<file path="src/inc/cis_pkg.sv">
// Constants, opcodes and carriers for the core state and interrupt sequencer.
// Assumes an 8 Kbyte map, byte-wide memory with read data one cycle after the strobe.
package cis_pkg;

  // ==========================================================================
  // Address map
  localparam logic [12:0] IO_LO      = 13'h0000;
  localparam logic [12:0] IO_HI      = 13'h001F;
  localparam logic [12:0] PZ_ROM_LO  = 13'h0020;
  localparam logic [12:0] PZ_ROM_HI  = 13'h004F;
  localparam logic [12:0] RAM_LO     = 13'h0080;
  localparam logic [12:0] RAM_HI     = 13'h00FF;
  localparam logic [12:0] MAIN_ROM_LO = 13'h0100;
  localparam logic [12:0] MAIN_ROM_HI = 13'h08FF;
  localparam logic [12:0] SELF_LO    = 13'h1F00;
  localparam logic [12:0] SELF_HI    = 13'h1FEF;
  localparam logic [12:0] UVEC_LO    = 13'h1FF0;
  localparam logic [12:0] UVEC_HI    = 13'h1FFF;

  // ==========================================================================
  // Vectors (high byte first, low byte at the next address)
  localparam logic [12:0] VEC_RESET  = 13'h1FFE;
  localparam logic [12:0] VEC_TRAP   = 13'h1FFC;
  localparam logic [12:0] VEC_EXT    = 13'h1FFA;
  localparam logic [12:0] VEC_TIMER  = 13'h1FF8;

  // ==========================================================================
  // Stack
  localparam logic [6:0]  STK_UPPER  = 7'h03;
  localparam logic [5:0]  SP_TOP     = 6'h3F;
  localparam logic [2:0]  CALL_BYTES = 3'h2;
  localparam logic [2:0]  INT_BYTES  = 3'h5;

  // ==========================================================================
  // Flag bit positions
  localparam int FL_H = 4;
  localparam int FL_I = 3;
  localparam int FL_N = 2;
  localparam int FL_Z = 1;
  localparam int FL_C = 0;
  localparam logic [4:0] FLAGS_RST = 5'h08;

  // ==========================================================================
  // Software register port
  localparam logic [3:0] R_CTRL  = 4'h0;
  localparam logic [3:0] R_ACC   = 4'h1;
  localparam logic [3:0] R_IDX   = 4'h2;
  localparam logic [3:0] R_FLAGS = 4'h3;
  localparam logic [3:0] R_SP    = 4'h4;
  localparam logic [3:0] R_PCH   = 4'h5;
  localparam logic [3:0] R_PCL   = 4'h6;
  localparam logic [3:0] R_STAT  = 4'h7;
  localparam int CTRL_EXT_EN = 0;

  typedef enum logic [4:0] {
    OP_NOP  = 5'h00, OP_LDA  = 5'h01, OP_LDX  = 5'h02, OP_ADD  = 5'h03,
    OP_ADC  = 5'h04, OP_SUB  = 5'h05, OP_SBC  = 5'h06, OP_AND  = 5'h07,
    OP_ORA  = 5'h08, OP_EOR  = 5'h09, OP_LSL  = 5'h0A, OP_LSR  = 5'h0B,
    OP_ROL  = 5'h0C, OP_ROR  = 5'h0D, OP_BTST = 5'h0E, OP_FETCH = 5'h0F,
    OP_JUMP = 5'h10, OP_CALL = 5'h11, OP_RET  = 5'h12, OP_TRAP = 5'h13,
    OP_IRET = 5'h14, OP_SPRL = 5'h15, OP_CLI  = 5'h16, OP_SEI  = 5'h17
  } cis_op_t;

  typedef enum logic [2:0] {
    S_RUN     = 3'b000,
    S_PUSH    = 3'b001,
    S_PULL_RQ = 3'b010,
    S_PULL_CP = 3'b011,
    S_VEC_RQ  = 3'b100,
    S_VEC_CP  = 3'b101
  } cis_state_t;

  typedef struct packed {
    cis_op_t     op;
    logic [7:0]  operand;
    logic [12:0] target;
  } cis_cmd_t;

  typedef struct packed {
    logic io;
    logic ram;
    logic user_rom;
    logic user_vec;
    logic self_rom;
  } cis_region_t;

endpackage : cis_pkg

</file>
<file path="src/rtl/cis_core_state.sv">
// Programmer-visible core state, stack engine and interrupt sequencer.
// Assumes an instruction decoder issues one command per cycle while BUSY is low,
// and memory returns read data in the cycle after MEM_RE.
// What this block does
// RULE_01: User ROM in three decoded regions
// RULE_02: Self-check ROM decoded at its range
// RULE_03: 128-byte RAM, stack grows down from top
// RULE_04: Eight-bit accumulator holds operands, results
// RULE_05: Eight-bit index register, also scratch
// RULE_06: Five-bit flags, each visible for branching
// RULE_07: Half carry from bit 3 on adds
// RULE_08: Mask blocks timer/external; external request stays latched
// RULE_09: Negative and zero follow each result
// RULE_10: Carry from ALU, bit test, shifts
// RULE_11: Reset and reload set stack pointer top
// RULE_12: Push then decrement, increment then pull
// RULE_13: Six counting stack bits, wrap at 64
// RULE_14: Call pushes two, interrupt pushes five
// RULE_15: Thirteen-bit program counter, next fetch address
// RULE_16: Entry stacks registers, sets mask; return restores
// RULE_17: Requests wait for the current instruction
// RULE_18: Boundary check honours mask and source enable
// RULE_19: External request beats timer request
// RULE_20: Software trap ignores the mask
// RULE_21: Fixed vector addresses per source
// RULE_22: Address registers truncated to 8 Kbyte
// RULE_23: External latch clears on service entry
// RULE_24: Timer request is any enabled timer flag
// RULE_25: Stack order PCL, PCH, X, A, flags
`timescale 1ns/1ps
`default_nettype none

module cis_core_state (
  input  wire logic                 CLK,
  input  wire logic                 RESET,
  input  wire logic                 CMD_VALID,
  input  wire cis_pkg::cis_cmd_t    CMD,
  input  wire logic                 BOUNDARY,
  input  wire logic                 EXT_REQ,
  input  wire logic [2:0]           TMR_FLAGS,
  input  wire logic [2:0]           TMR_EN,
  input  wire logic [7:0]           MEM_RDATA,
  output logic      [12:0]          MEM_ADDR,
  output logic      [7:0]           MEM_WDATA,
  output logic                      MEM_WE,
  output logic                      MEM_RE,
  output cis_pkg::cis_region_t      MEM_REGION,
  output logic                      BUSY,
  output logic                      INT_ACK,
  output logic      [4:0]           FLAGS,
  output logic      [7:0]           ACC,
  output logic      [7:0]           IDX,
  input  wire logic [3:0]           REG_ADDR,
  input  wire logic [7:0]           REG_WDATA,
  input  wire logic                 REG_WR,
  input  wire logic                 REG_RD,
  output logic      [7:0]           REG_RDATA
);
  import cis_pkg::*;

  // ==========================================================================
  // Address decode
  // RULE_01 user ROM regions
  // RULE_02 self-check range
  function automatic cis_region_t decode_region(input logic [12:0] a);
    cis_region_t r;
    r.io       = (a <= IO_HI);
    r.ram      = (a >= RAM_LO) && (a <= RAM_HI);
    r.user_rom = ((a >= PZ_ROM_LO) && (a <= PZ_ROM_HI)) ||
                 ((a >= MAIN_ROM_LO) && (a <= MAIN_ROM_HI)) ||
                 (a >= UVEC_LO);
    r.user_vec = (a >= UVEC_LO) && (a <= UVEC_HI);
    r.self_rom = (a >= SELF_LO) && (a <= SELF_HI);
    return r;
  endfunction : decode_region

  // ==========================================================================
  // State
  cis_state_t  state_ff,  nxt_state;
  logic [7:0]  acc_ff,    nxt_acc;
  logic [7:0]  idx_ff,    nxt_idx;
  logic [4:0]  flags_ff,  nxt_flags;
  logic [5:0]  sp_ff,     nxt_sp;
  logic [12:0] pc_ff,     nxt_pc;
  logic [12:0] vec_ff,    nxt_vec;
  logic [2:0]  step_ff,   nxt_step;
  logic [2:0]  count_ff,  nxt_count;
  logic        jump_ff,   nxt_jump;
  logic        ext_lat_ff;
  logic        ext_en_ff;
  logic [7:0]  rdata_ff;
  logic        ack_ff;

  wire         run       = (state_ff == S_RUN);
  wire         cmd_go    = CMD_VALID && run;
  wire cis_op_t op       = CMD.op;
  wire [7:0]   opd       = CMD.operand;
  wire         cin       = flags_ff[FL_C];

  // ==========================================================================
  // Interrupt arbitration
  // RULE_24 timer request
  wire         tmr_req   = |(TMR_FLAGS & TMR_EN);
  wire         ext_req   = ext_lat_ff && ext_en_ff;
  // RULE_17 RULE_18 only at a boundary
  wire         chk       = BOUNDARY && run && !CMD_VALID;
  // RULE_08 mask blocks hardware
  wire         hw_take   = chk && !flags_ff[FL_I] && (ext_req || tmr_req);
  // RULE_19 external first
  wire         take_ext  = hw_take && ext_req;
  // RULE_20 trap ignores mask
  wire         trap_go   = cmd_go && (op == OP_TRAP);
  wire         int_start = hw_take || trap_go;

  // ==========================================================================
  // Arithmetic unit
  // RULE_07 half carry
  wire [8:0]   sum9  = {1'b0, acc_ff} + {1'b0, opd} +
                       {8'h00, cin && (op == OP_ADC)};
  wire [4:0]   half5 = {1'b0, acc_ff[3:0]} + {1'b0, opd[3:0]} +
                       {4'h0, cin && (op == OP_ADC)};
  wire [8:0]   dif9  = {1'b0, acc_ff} - {1'b0, opd} -
                       {8'h00, cin && (op == OP_SBC)};

  logic [7:0] alu_res;
  logic       alu_c;
  logic       upd_c;
  logic       upd_nz;
  always_comb begin
    alu_res = acc_ff;
    alu_c   = cin;
    upd_c   = 1'b0;
    upd_nz  = 1'b1;
    unique case (op)
      OP_LDA, OP_LDX: alu_res = opd;
      OP_ADD, OP_ADC: begin
        alu_res = sum9[7:0];
        alu_c   = sum9[8];
        upd_c   = 1'b1;
      end
      OP_SUB, OP_SBC: begin
        alu_res = dif9[7:0];
        alu_c   = dif9[8];
        upd_c   = 1'b1;
      end
      OP_AND: alu_res = acc_ff & opd;
      OP_ORA: alu_res = acc_ff | opd;
      OP_EOR: alu_res = acc_ff ^ opd;
      // RULE_10 shifts move carry
      OP_LSL: begin
        alu_res = {acc_ff[6:0], 1'b0};
        alu_c   = acc_ff[7];
        upd_c   = 1'b1;
      end
      OP_LSR: begin
        alu_res = {1'b0, acc_ff[7:1]};
        alu_c   = acc_ff[0];
        upd_c   = 1'b1;
      end
      OP_ROL: begin
        alu_res = {acc_ff[6:0], cin};
        alu_c   = acc_ff[7];
        upd_c   = 1'b1;
      end
      OP_ROR: begin
        alu_res = {cin, acc_ff[7:1]};
        alu_c   = acc_ff[0];
        upd_c   = 1'b1;
      end
      // RULE_10 bit test copies bit
      OP_BTST: begin
        alu_c  = opd[CMD.target[2:0]];
        upd_c  = 1'b1;
        upd_nz = 1'b0;
      end
      default: upd_nz = 1'b0;
    endcase
  end

  // ==========================================================================
  // Stack byte selection
  // RULE_25 push order index
  function automatic logic [7:0] stack_byte(input logic [2:0] i, input logic [12:0] pc,
                                            input logic [7:0] x, input logic [7:0] a,
                                            input logic [4:0] f);
    logic [7:0] b;
    b = 8'h00;
    unique case (i)
      3'h0:    b = pc[7:0];
      3'h1:    b = {3'h0, pc[12:8]};
      3'h2:    b = x;
      3'h3:    b = a;
      default: b = {3'h0, f};
    endcase
    return b;
  endfunction : stack_byte

  // Pulls run the push order backwards
  wire [2:0]  pull_id  = count_ff - 3'h1 - step_ff;
  // RULE_13 fixed upper bits
  wire [12:0] stk_push = {STK_UPPER, sp_ff};
  wire [5:0]  sp_inc   = sp_ff + 6'h01;
  wire [12:0] stk_pull = {STK_UPPER, sp_inc};
  wire [12:0] vec_addr = vec_ff + {12'h000, step_ff[0]};

  // ==========================================================================
  // Sequencer
  always_comb begin
    nxt_state = state_ff;
    nxt_acc   = acc_ff;
    nxt_idx   = idx_ff;
    nxt_flags = flags_ff;
    nxt_sp    = sp_ff;
    nxt_pc    = pc_ff;
    nxt_vec   = vec_ff;
    nxt_step  = step_ff;
    nxt_count = count_ff;
    nxt_jump  = jump_ff;
    unique case (state_ff)
      S_RUN: begin
        if (int_start) begin
          // RULE_16 RULE_14 five-byte entry
          nxt_state = S_PUSH;
          nxt_step  = 3'h0;
          nxt_count = INT_BYTES;
          nxt_jump  = 1'b0;
          // RULE_21 vector choice
          nxt_vec   = trap_go ? VEC_TRAP : (take_ext ? VEC_EXT : VEC_TIMER);
        end else if (cmd_go) begin
          // RULE_09 negative and zero
          if (upd_nz) begin
            nxt_flags[FL_N] = alu_res[7];
            nxt_flags[FL_Z] = (alu_res == 8'h00);
          end
          if (upd_c) nxt_flags[FL_C] = alu_c;
          if ((op == OP_ADD) || (op == OP_ADC)) nxt_flags[FL_H] = half5[4];
          // RULE_04 accumulator, RULE_05 index
          if (op == OP_LDX) nxt_idx = alu_res;
          else if (upd_nz && (op != OP_BTST)) nxt_acc = alu_res;
          unique case (op)
            // RULE_15 next fetch address
            OP_FETCH: nxt_pc = pc_ff + 13'h0001;
            OP_JUMP:  nxt_pc = CMD.target;
            OP_CALL: begin
              // RULE_14 two-byte call
              nxt_state = S_PUSH;
              nxt_step  = 3'h0;
              nxt_count = CALL_BYTES;
              nxt_jump  = 1'b1;
              nxt_vec   = CMD.target;
            end
            OP_RET, OP_IRET: begin
              nxt_state = S_PULL_RQ;
              nxt_step  = 3'h0;
              nxt_count = (op == OP_IRET) ? INT_BYTES : CALL_BYTES;
            end
            // RULE_11 reload instruction
            OP_SPRL: nxt_sp = SP_TOP;
            OP_CLI:  nxt_flags[FL_I] = 1'b0;
            OP_SEI:  nxt_flags[FL_I] = 1'b1;
            default: nxt_pc = pc_ff;
          endcase
        end
      end
      S_PUSH: begin
        // RULE_12 RULE_13 decrement after push, wraps
        nxt_sp   = sp_ff - 6'h01;
        nxt_step = step_ff + 3'h1;
        if (step_ff == count_ff - 3'h1) begin
          nxt_step = 3'h0;
          if (jump_ff) begin
            nxt_pc    = vec_ff;
            nxt_state = S_RUN;
          end else begin
            // RULE_16 mask set on entry
            nxt_flags[FL_I] = 1'b1;
            nxt_state       = S_VEC_RQ;
          end
        end
      end
      S_PULL_RQ: begin
        // RULE_12 increment before pull
        nxt_sp    = sp_inc;
        nxt_state = S_PULL_CP;
      end
      S_PULL_CP: begin
        // RULE_16 restore stacked state
        unique case (pull_id)
          3'h0:    nxt_pc[7:0]  = MEM_RDATA;
          3'h1:    nxt_pc[12:8] = MEM_RDATA[4:0];
          3'h2:    nxt_idx      = MEM_RDATA;
          3'h3:    nxt_acc      = MEM_RDATA;
          default: nxt_flags    = MEM_RDATA[4:0];
        endcase
        nxt_step  = step_ff + 3'h1;
        nxt_state = (step_ff == count_ff - 3'h1) ? S_RUN : S_PULL_RQ;
      end
      S_VEC_RQ: nxt_state = S_VEC_CP;
      S_VEC_CP: begin
        // RULE_22 upper address bits dropped
        if (step_ff[0] == 1'b0) begin
          nxt_pc[12:8] = MEM_RDATA[4:0];
          nxt_step     = 3'h1;
          nxt_state    = S_VEC_RQ;
        end else begin
          nxt_pc[7:0] = MEM_RDATA;
          nxt_step    = 3'h0;
          nxt_state   = S_RUN;
        end
      end
      default: nxt_state = S_RUN;
    endcase
  end

  // Reset lands in the vector fetch so the first instruction comes from the reset vector
  always_ff @(posedge CLK or posedge RESET) begin
    if (RESET) begin
      state_ff <= S_VEC_RQ;
      acc_ff   <= 8'h00;
      idx_ff   <= 8'h00;
      flags_ff <= FLAGS_RST;
      // RULE_11 reset loads top
      sp_ff    <= SP_TOP;
      pc_ff    <= 13'h0000;
      vec_ff   <= VEC_RESET;
      step_ff  <= 3'h0;
      count_ff <= 3'h0;
      jump_ff  <= 1'b0;
    end else begin
      state_ff <= nxt_state;
      acc_ff   <= nxt_acc;
      idx_ff   <= nxt_idx;
      flags_ff <= nxt_flags;
      sp_ff    <= nxt_sp;
      pc_ff    <= nxt_pc;
      vec_ff   <= nxt_vec;
      step_ff  <= nxt_step;
      count_ff <= nxt_count;
      jump_ff  <= nxt_jump;
    end
  end

  // ==========================================================================
  // External request latch
  // RULE_08 RULE_23 held until entry; EXT_REQ high in the clear cycle wins over the clear
  wire ext_clr = take_ext && !trap_go;
  always_ff @(posedge CLK or posedge RESET) begin
    if (RESET) begin
      ext_lat_ff <= 1'b0;
      ack_ff     <= 1'b0;
    end else begin
      ext_lat_ff <= EXT_REQ || (ext_lat_ff && !ext_clr);
      ack_ff     <= ext_clr;
    end
  end

  // ==========================================================================
  // Software register port
  wire [7:0] stat = {5'h00, !run, tmr_req, ext_lat_ff};
  logic [7:0] reg_mux;
  always_comb begin
    unique case (REG_ADDR)
      R_CTRL:  reg_mux = {7'h00, ext_en_ff};
      R_ACC:   reg_mux = acc_ff;
      R_IDX:   reg_mux = idx_ff;
      R_FLAGS: reg_mux = {3'h0, flags_ff};
      R_SP:    reg_mux = {2'b11, sp_ff};
      R_PCH:   reg_mux = {3'h0, pc_ff[12:8]};
      R_PCL:   reg_mux = pc_ff[7:0];
      R_STAT:  reg_mux = stat;
      default: reg_mux = 8'h00;
    endcase
  end

  always_ff @(posedge CLK or posedge RESET) begin
    if (RESET) begin
      ext_en_ff <= 1'b0;
      rdata_ff  <= 8'h00;
    end else begin
      if (REG_WR && (REG_ADDR == R_CTRL)) ext_en_ff <= REG_WDATA[CTRL_EXT_EN];
      rdata_ff <= REG_RD ? reg_mux : 8'h00;
    end
  end

  // ==========================================================================
  // Outputs
  assign MEM_WE     = (state_ff == S_PUSH);
  assign MEM_RE     = (state_ff == S_PULL_RQ) || (state_ff == S_VEC_RQ);
  assign MEM_ADDR   = MEM_WE ? stk_push :
                      (state_ff == S_PULL_RQ) ? stk_pull :
                      (state_ff == S_VEC_RQ)  ? vec_addr : pc_ff;
  assign MEM_WDATA  = MEM_WE ? stack_byte(step_ff, pc_ff, idx_ff, acc_ff, flags_ff) : 8'h00;
  // RULE_03 RAM decode
  assign MEM_REGION = decode_region(MEM_ADDR);
  assign BUSY       = !run;
  assign INT_ACK    = ack_ff;
  // RULE_06 flags visible
  assign FLAGS      = flags_ff;
  assign ACC        = acc_ff;
  assign IDX        = idx_ff;
  assign REG_RDATA  = rdata_ff;
endmodule : cis_core_state

`default_nettype wire

</file>
<file path="config.mk">
export PLATFORM = sky130hd
export DESIGN_NAME = cis_core_state
export DESIGN_NICKNAME = d
export VERILOG_FILES = /design/src/inc/cis_pkg.sv /design/src/rtl/cis_core_state.sv
export SDC_FILE = /design/constraint.sdc
export NUM_CORES = 1
export LEC_CHECK = 0
export BUFFER_PORTS_ARGS = -buffer_cell sky130_fd_sc_hd__buf_2
export CORE_UTILIZATION = 45
export CTS_BUF_LIST = sky130_fd_sc_hd__clkbuf_2 sky130_fd_sc_hd__clkbuf_4 sky130_fd_sc_hd__clkbuf_8
export DETAILED_ROUTE_END_ITERATION = 6
export PLACE_DENSITY = 0.63
export SYNTH_ARGS = -nofsm -noshare
export SYNTH_HDL_FRONTEND = slang
export SYNTH_SLANG_ARGS = --single-unit
</file>
<file path="constraint.sdc">
create_clock -name CLK -period 6.9 [get_ports CLK]
set_input_delay 0.345 -clock CLK [delete_from_list [all_inputs] [get_ports CLK]]
set_output_delay 0.345 -clock CLK [all_outputs]
set_load 0.005 [all_outputs]
</file>
==> flow_summary.json <==
{
  "status": "finished with violations",
  "violations": "design-rule violations",
  "relSlewSlack_pct": 31.5,
  "p_total_mw": 4.01,
  "async_flop_share_pct": 100,
  "grt_overflow": 0,
  "postSynthCellCount": 964,
  "core_sq_mm": 0.0166,
  "fin_crit_ps": 4170,
  "path_clk_slew_ps": 80,
  "wl_um": 26700,
  "rr_endpoint": "pc_ff[1]$_DFFE_PP0P_",
  "regToRegSetupSlack_ps": 3020,
  "worstMarginPinSlew_ps": 1030,
  "grt_pass1_wl_um": 42100,
  "io_pins": 118,
  "post_synth.cell_area_avg_sq_um": 7.95,
  "p_per_area_mw_per_mm2": 476,
  "final-seq-area_sq_mm": 0.00185,
  "drc": 3,
  "yosysSeqAreaShare_pct": 24.2,
  "cts-root-buf": "clkbuf_8",
  "max_freq_mhz": 240,
  "area_growth_pct": 9.81,
  "drtIter0Drc": 1090,
  "io_buffers": 110,
  "end_kind": "output port",
  "start_kind": "register",
  "clk_latency_ps": 360,
  "netlist_area_sq_mm": 0.00766,
  "cp.arrival_ps": 3830,
  "drive_gt1_share_pct": 20.9,
  "viasPerCell": 6.25,
  "rows": 47,
  "synthFlopType": "dfrtp_1",
  "postCtsSetupBuffers": 0,
  "hold_path_class": "input port to register",
  "synth_cell_type_count": 94,
  "cts_buffers": 9,
  "instances_no_fill": 1250,
  "cts_sinks": 73,
  "dpl.cell_count": 1233,
  "chipHeight_um": 133,
  "dieArea_sq_mm": 0.0176,
  "finalHoldViolations": 0,
  "setup_tns_ps": 0,
  "worstSetupEndpoint": "MEM_REGION[2]",
  "firstDrtPassIters": 7,
  "ff2ff_path_depth": 8,
  "cts_resized": 0,
  "setup_viol": 0,
  "synth_seq_cells": 73,
  "antenna_found_initial": 1,
  "htreeDepth": 3,
  "syn-num-nets": 1071,
  "dp.final_hpwl_um": 19900,
  "required_ps": 6550,
  "crit_start": "state_ff[0]$_DFFE_PP0P_",
  "crit_type": "register to output port",
  "vdd_drop_max_uv": 286,
  "synth-edff-count": 0,
  "routabilityCongestion": 0.899,
  "grt_max_degree": 74,
  "multiInputGateArea_sq_mm": 0.00526,
  "worst_clock_skew_ps": 8.52,
  "n_fill_cell": 1720,
  "start_util_pct": 46.2,
  "r2r-start": "state_ff[0]$_DFFE_PP0P_",
  "ys_warn_count": 0,
  "p_leak_nw": 3.72,
  "slew_viol_final": 0,
  "hold_buffers": 0,
  "die_w_um": 133,
  "cts_tree": "yes",
  "hp-start": "EXT_REQ",
  "cap_violations": 0,
  "final_nets": 1131,
  "rsz0062_at_grt": "no",
  "fin_crit_sh_pct": 60.5,
  "crit_fanout": 37,
  "grt_pass1_vias": 7157,
  "grt_usage_pct": 31.0,
  "num_vias": 7817,
  "cts_buffer_depth": 2,
  "drtAntennaViolNets": 0,
  "routedWlPerCell_um": 21.4
}
-- worst max-delay path: stages, from the launching register on --
cell	delay, ps
dfrtp_1	330
buf_4	380
nor2b_1	820
nand2b_1	570
nor2_1	360
a41o_1	240
or3b_2	490
o221ai_2	130
buf_2	130
-- flip-flops by register name, indices dropped and copies added (netlist names), 5 cells and up --
name,flops
pc_ff,13
vec_ff,13
ACC,8
IDX,8
REG_RDATA,8
sp_ff,6
FLAGS,5
-- per-layer routing --
layer	GRT usage, %	vias to the layer above	wire [um]
li1	-	3657	-
met1	45.8	3710	12400
met2	45.0	412	11200
met3	7.16	38	2660
met4	7.60	0	473
met5	0	-	0
-- logic make-up after synthesis --
logic type,after synthesis,synth area share [%]
multiplexers,49,7.76
buffers and inverters,126,7.17
AND/OR/NAND/NOR,355,22.7
adder cells (fa/ha/maj),49,8.46
AO/OA/AOI/OAI,280,26.1
flip-flops,73,24.2
XOR/XNOR,32,3.66
-- cell usage after synthesis (all sizes together) (8+ instances only) --
library cell	instances	area share, %
dfstp	20	6.9
nor2b	16	1.3
a221oi	14	1.6
o21ai	67	4.6
nor2	128	6.3
and3	8	0.65
a22o	13	1.5
o21a	8	0.78
a222oi	9	1.2
o31ai	9	0.88
a31oi	12	1.1
nand2	76	3.7
dfrtp	53	17
buf	24	1.9
nand3	34	2.2
nand4	9	1.0
nand2b	13	1.1
ha	43	7.0
xor2	17	1.9
a21oi	53	3.5
mux2i	20	2.6
nor3	24	1.6
a211oi	13	1.3
a21o	8	0.78
inv	57	2.8
clkbuf	45	2.5
mux2	23	3.4
xnor2	15	1.7
-- layout make-up --
| type | count | area share [%] |
|---|---|---|
| Antenna cell | 1 | 0.0297 |
| Clock inverter | 4 | 0.624 |
| Tap cell | 220 | 3.27 |
| Timing Repair Buffer | 118 | 7.26 |
| Sequential cell | 73 | 22.0 |
| Inverter | 57 | 2.54 |
| Clock buffer | 12 | 1.74 |
| Multi-Input combinational cell | 765 | 62.5 |
-- per-stage QoR --
step	cell area (sq um)	worst slack [ps]	hold slack [ps]	utilization [%]
6_report	8420	2730	166	50.7
5_1_grt	8410	2530	170	50.7
4_1_cts	8410	2830	154	50.7
3_5_place_dp	8210	2580	488	49.5
3_3_place_gp	8210	2610	477	49.5
2_1_floorplan	7660	3320	437	-
-- power breakdown --
group / internal, mW / total [mW] / switching, mW
registers: 0.649 / 1.06 / 0.412
clock network: 0.181 / 0.352 / 0.171
logic: 1.10 / 2.59 / 1.49
-- layout by cell type, fill, tap and decap left out, types with 16 or more instances in the layout --
| cell | instances |
|---|---|
| nor2b_1 | 16 |
| inv_1 | 55 |
| nor3_1 | 24 |
| ha_1 | 43 |
| nand3_1 | 34 |
| o21ai_0 | 63 |
| xor2_1 | 17 |
| mux2_2 | 22 |
| a21oi_1 | 53 |
| nand2_1 | 76 |
| mux2i_1 | 20 |
| dfstp_2 | 20 |
| dfrtp_1 | 53 |
| buf_2 | 110 |
| nor2_1 | 127 |
-- worst min-delay path by stage --
| stage | cells after the start | endpoint | slack [ps] |
|---|---|---|---|
| after floorplan | 1 | ext_lat_ff$_DFF_PP0_ | 440 |
| after global placement | 1 | count_ff[1]$_DFFE_PP0P_ | 480 |
| after detailed placement | 1 | count_ff[1]$_DFFE_PP0P_ | 490 |
| after CTS | 2 | ext_lat_ff$_DFF_PP0_ | 150 |
| after global routing | 2 | ext_lat_ff$_DFF_PP0_ | 170 |
| final | 2 | ext_lat_ff$_DFF_PP0_ | 170 |
Note: power is estimated with default switching activity, not from simulation.
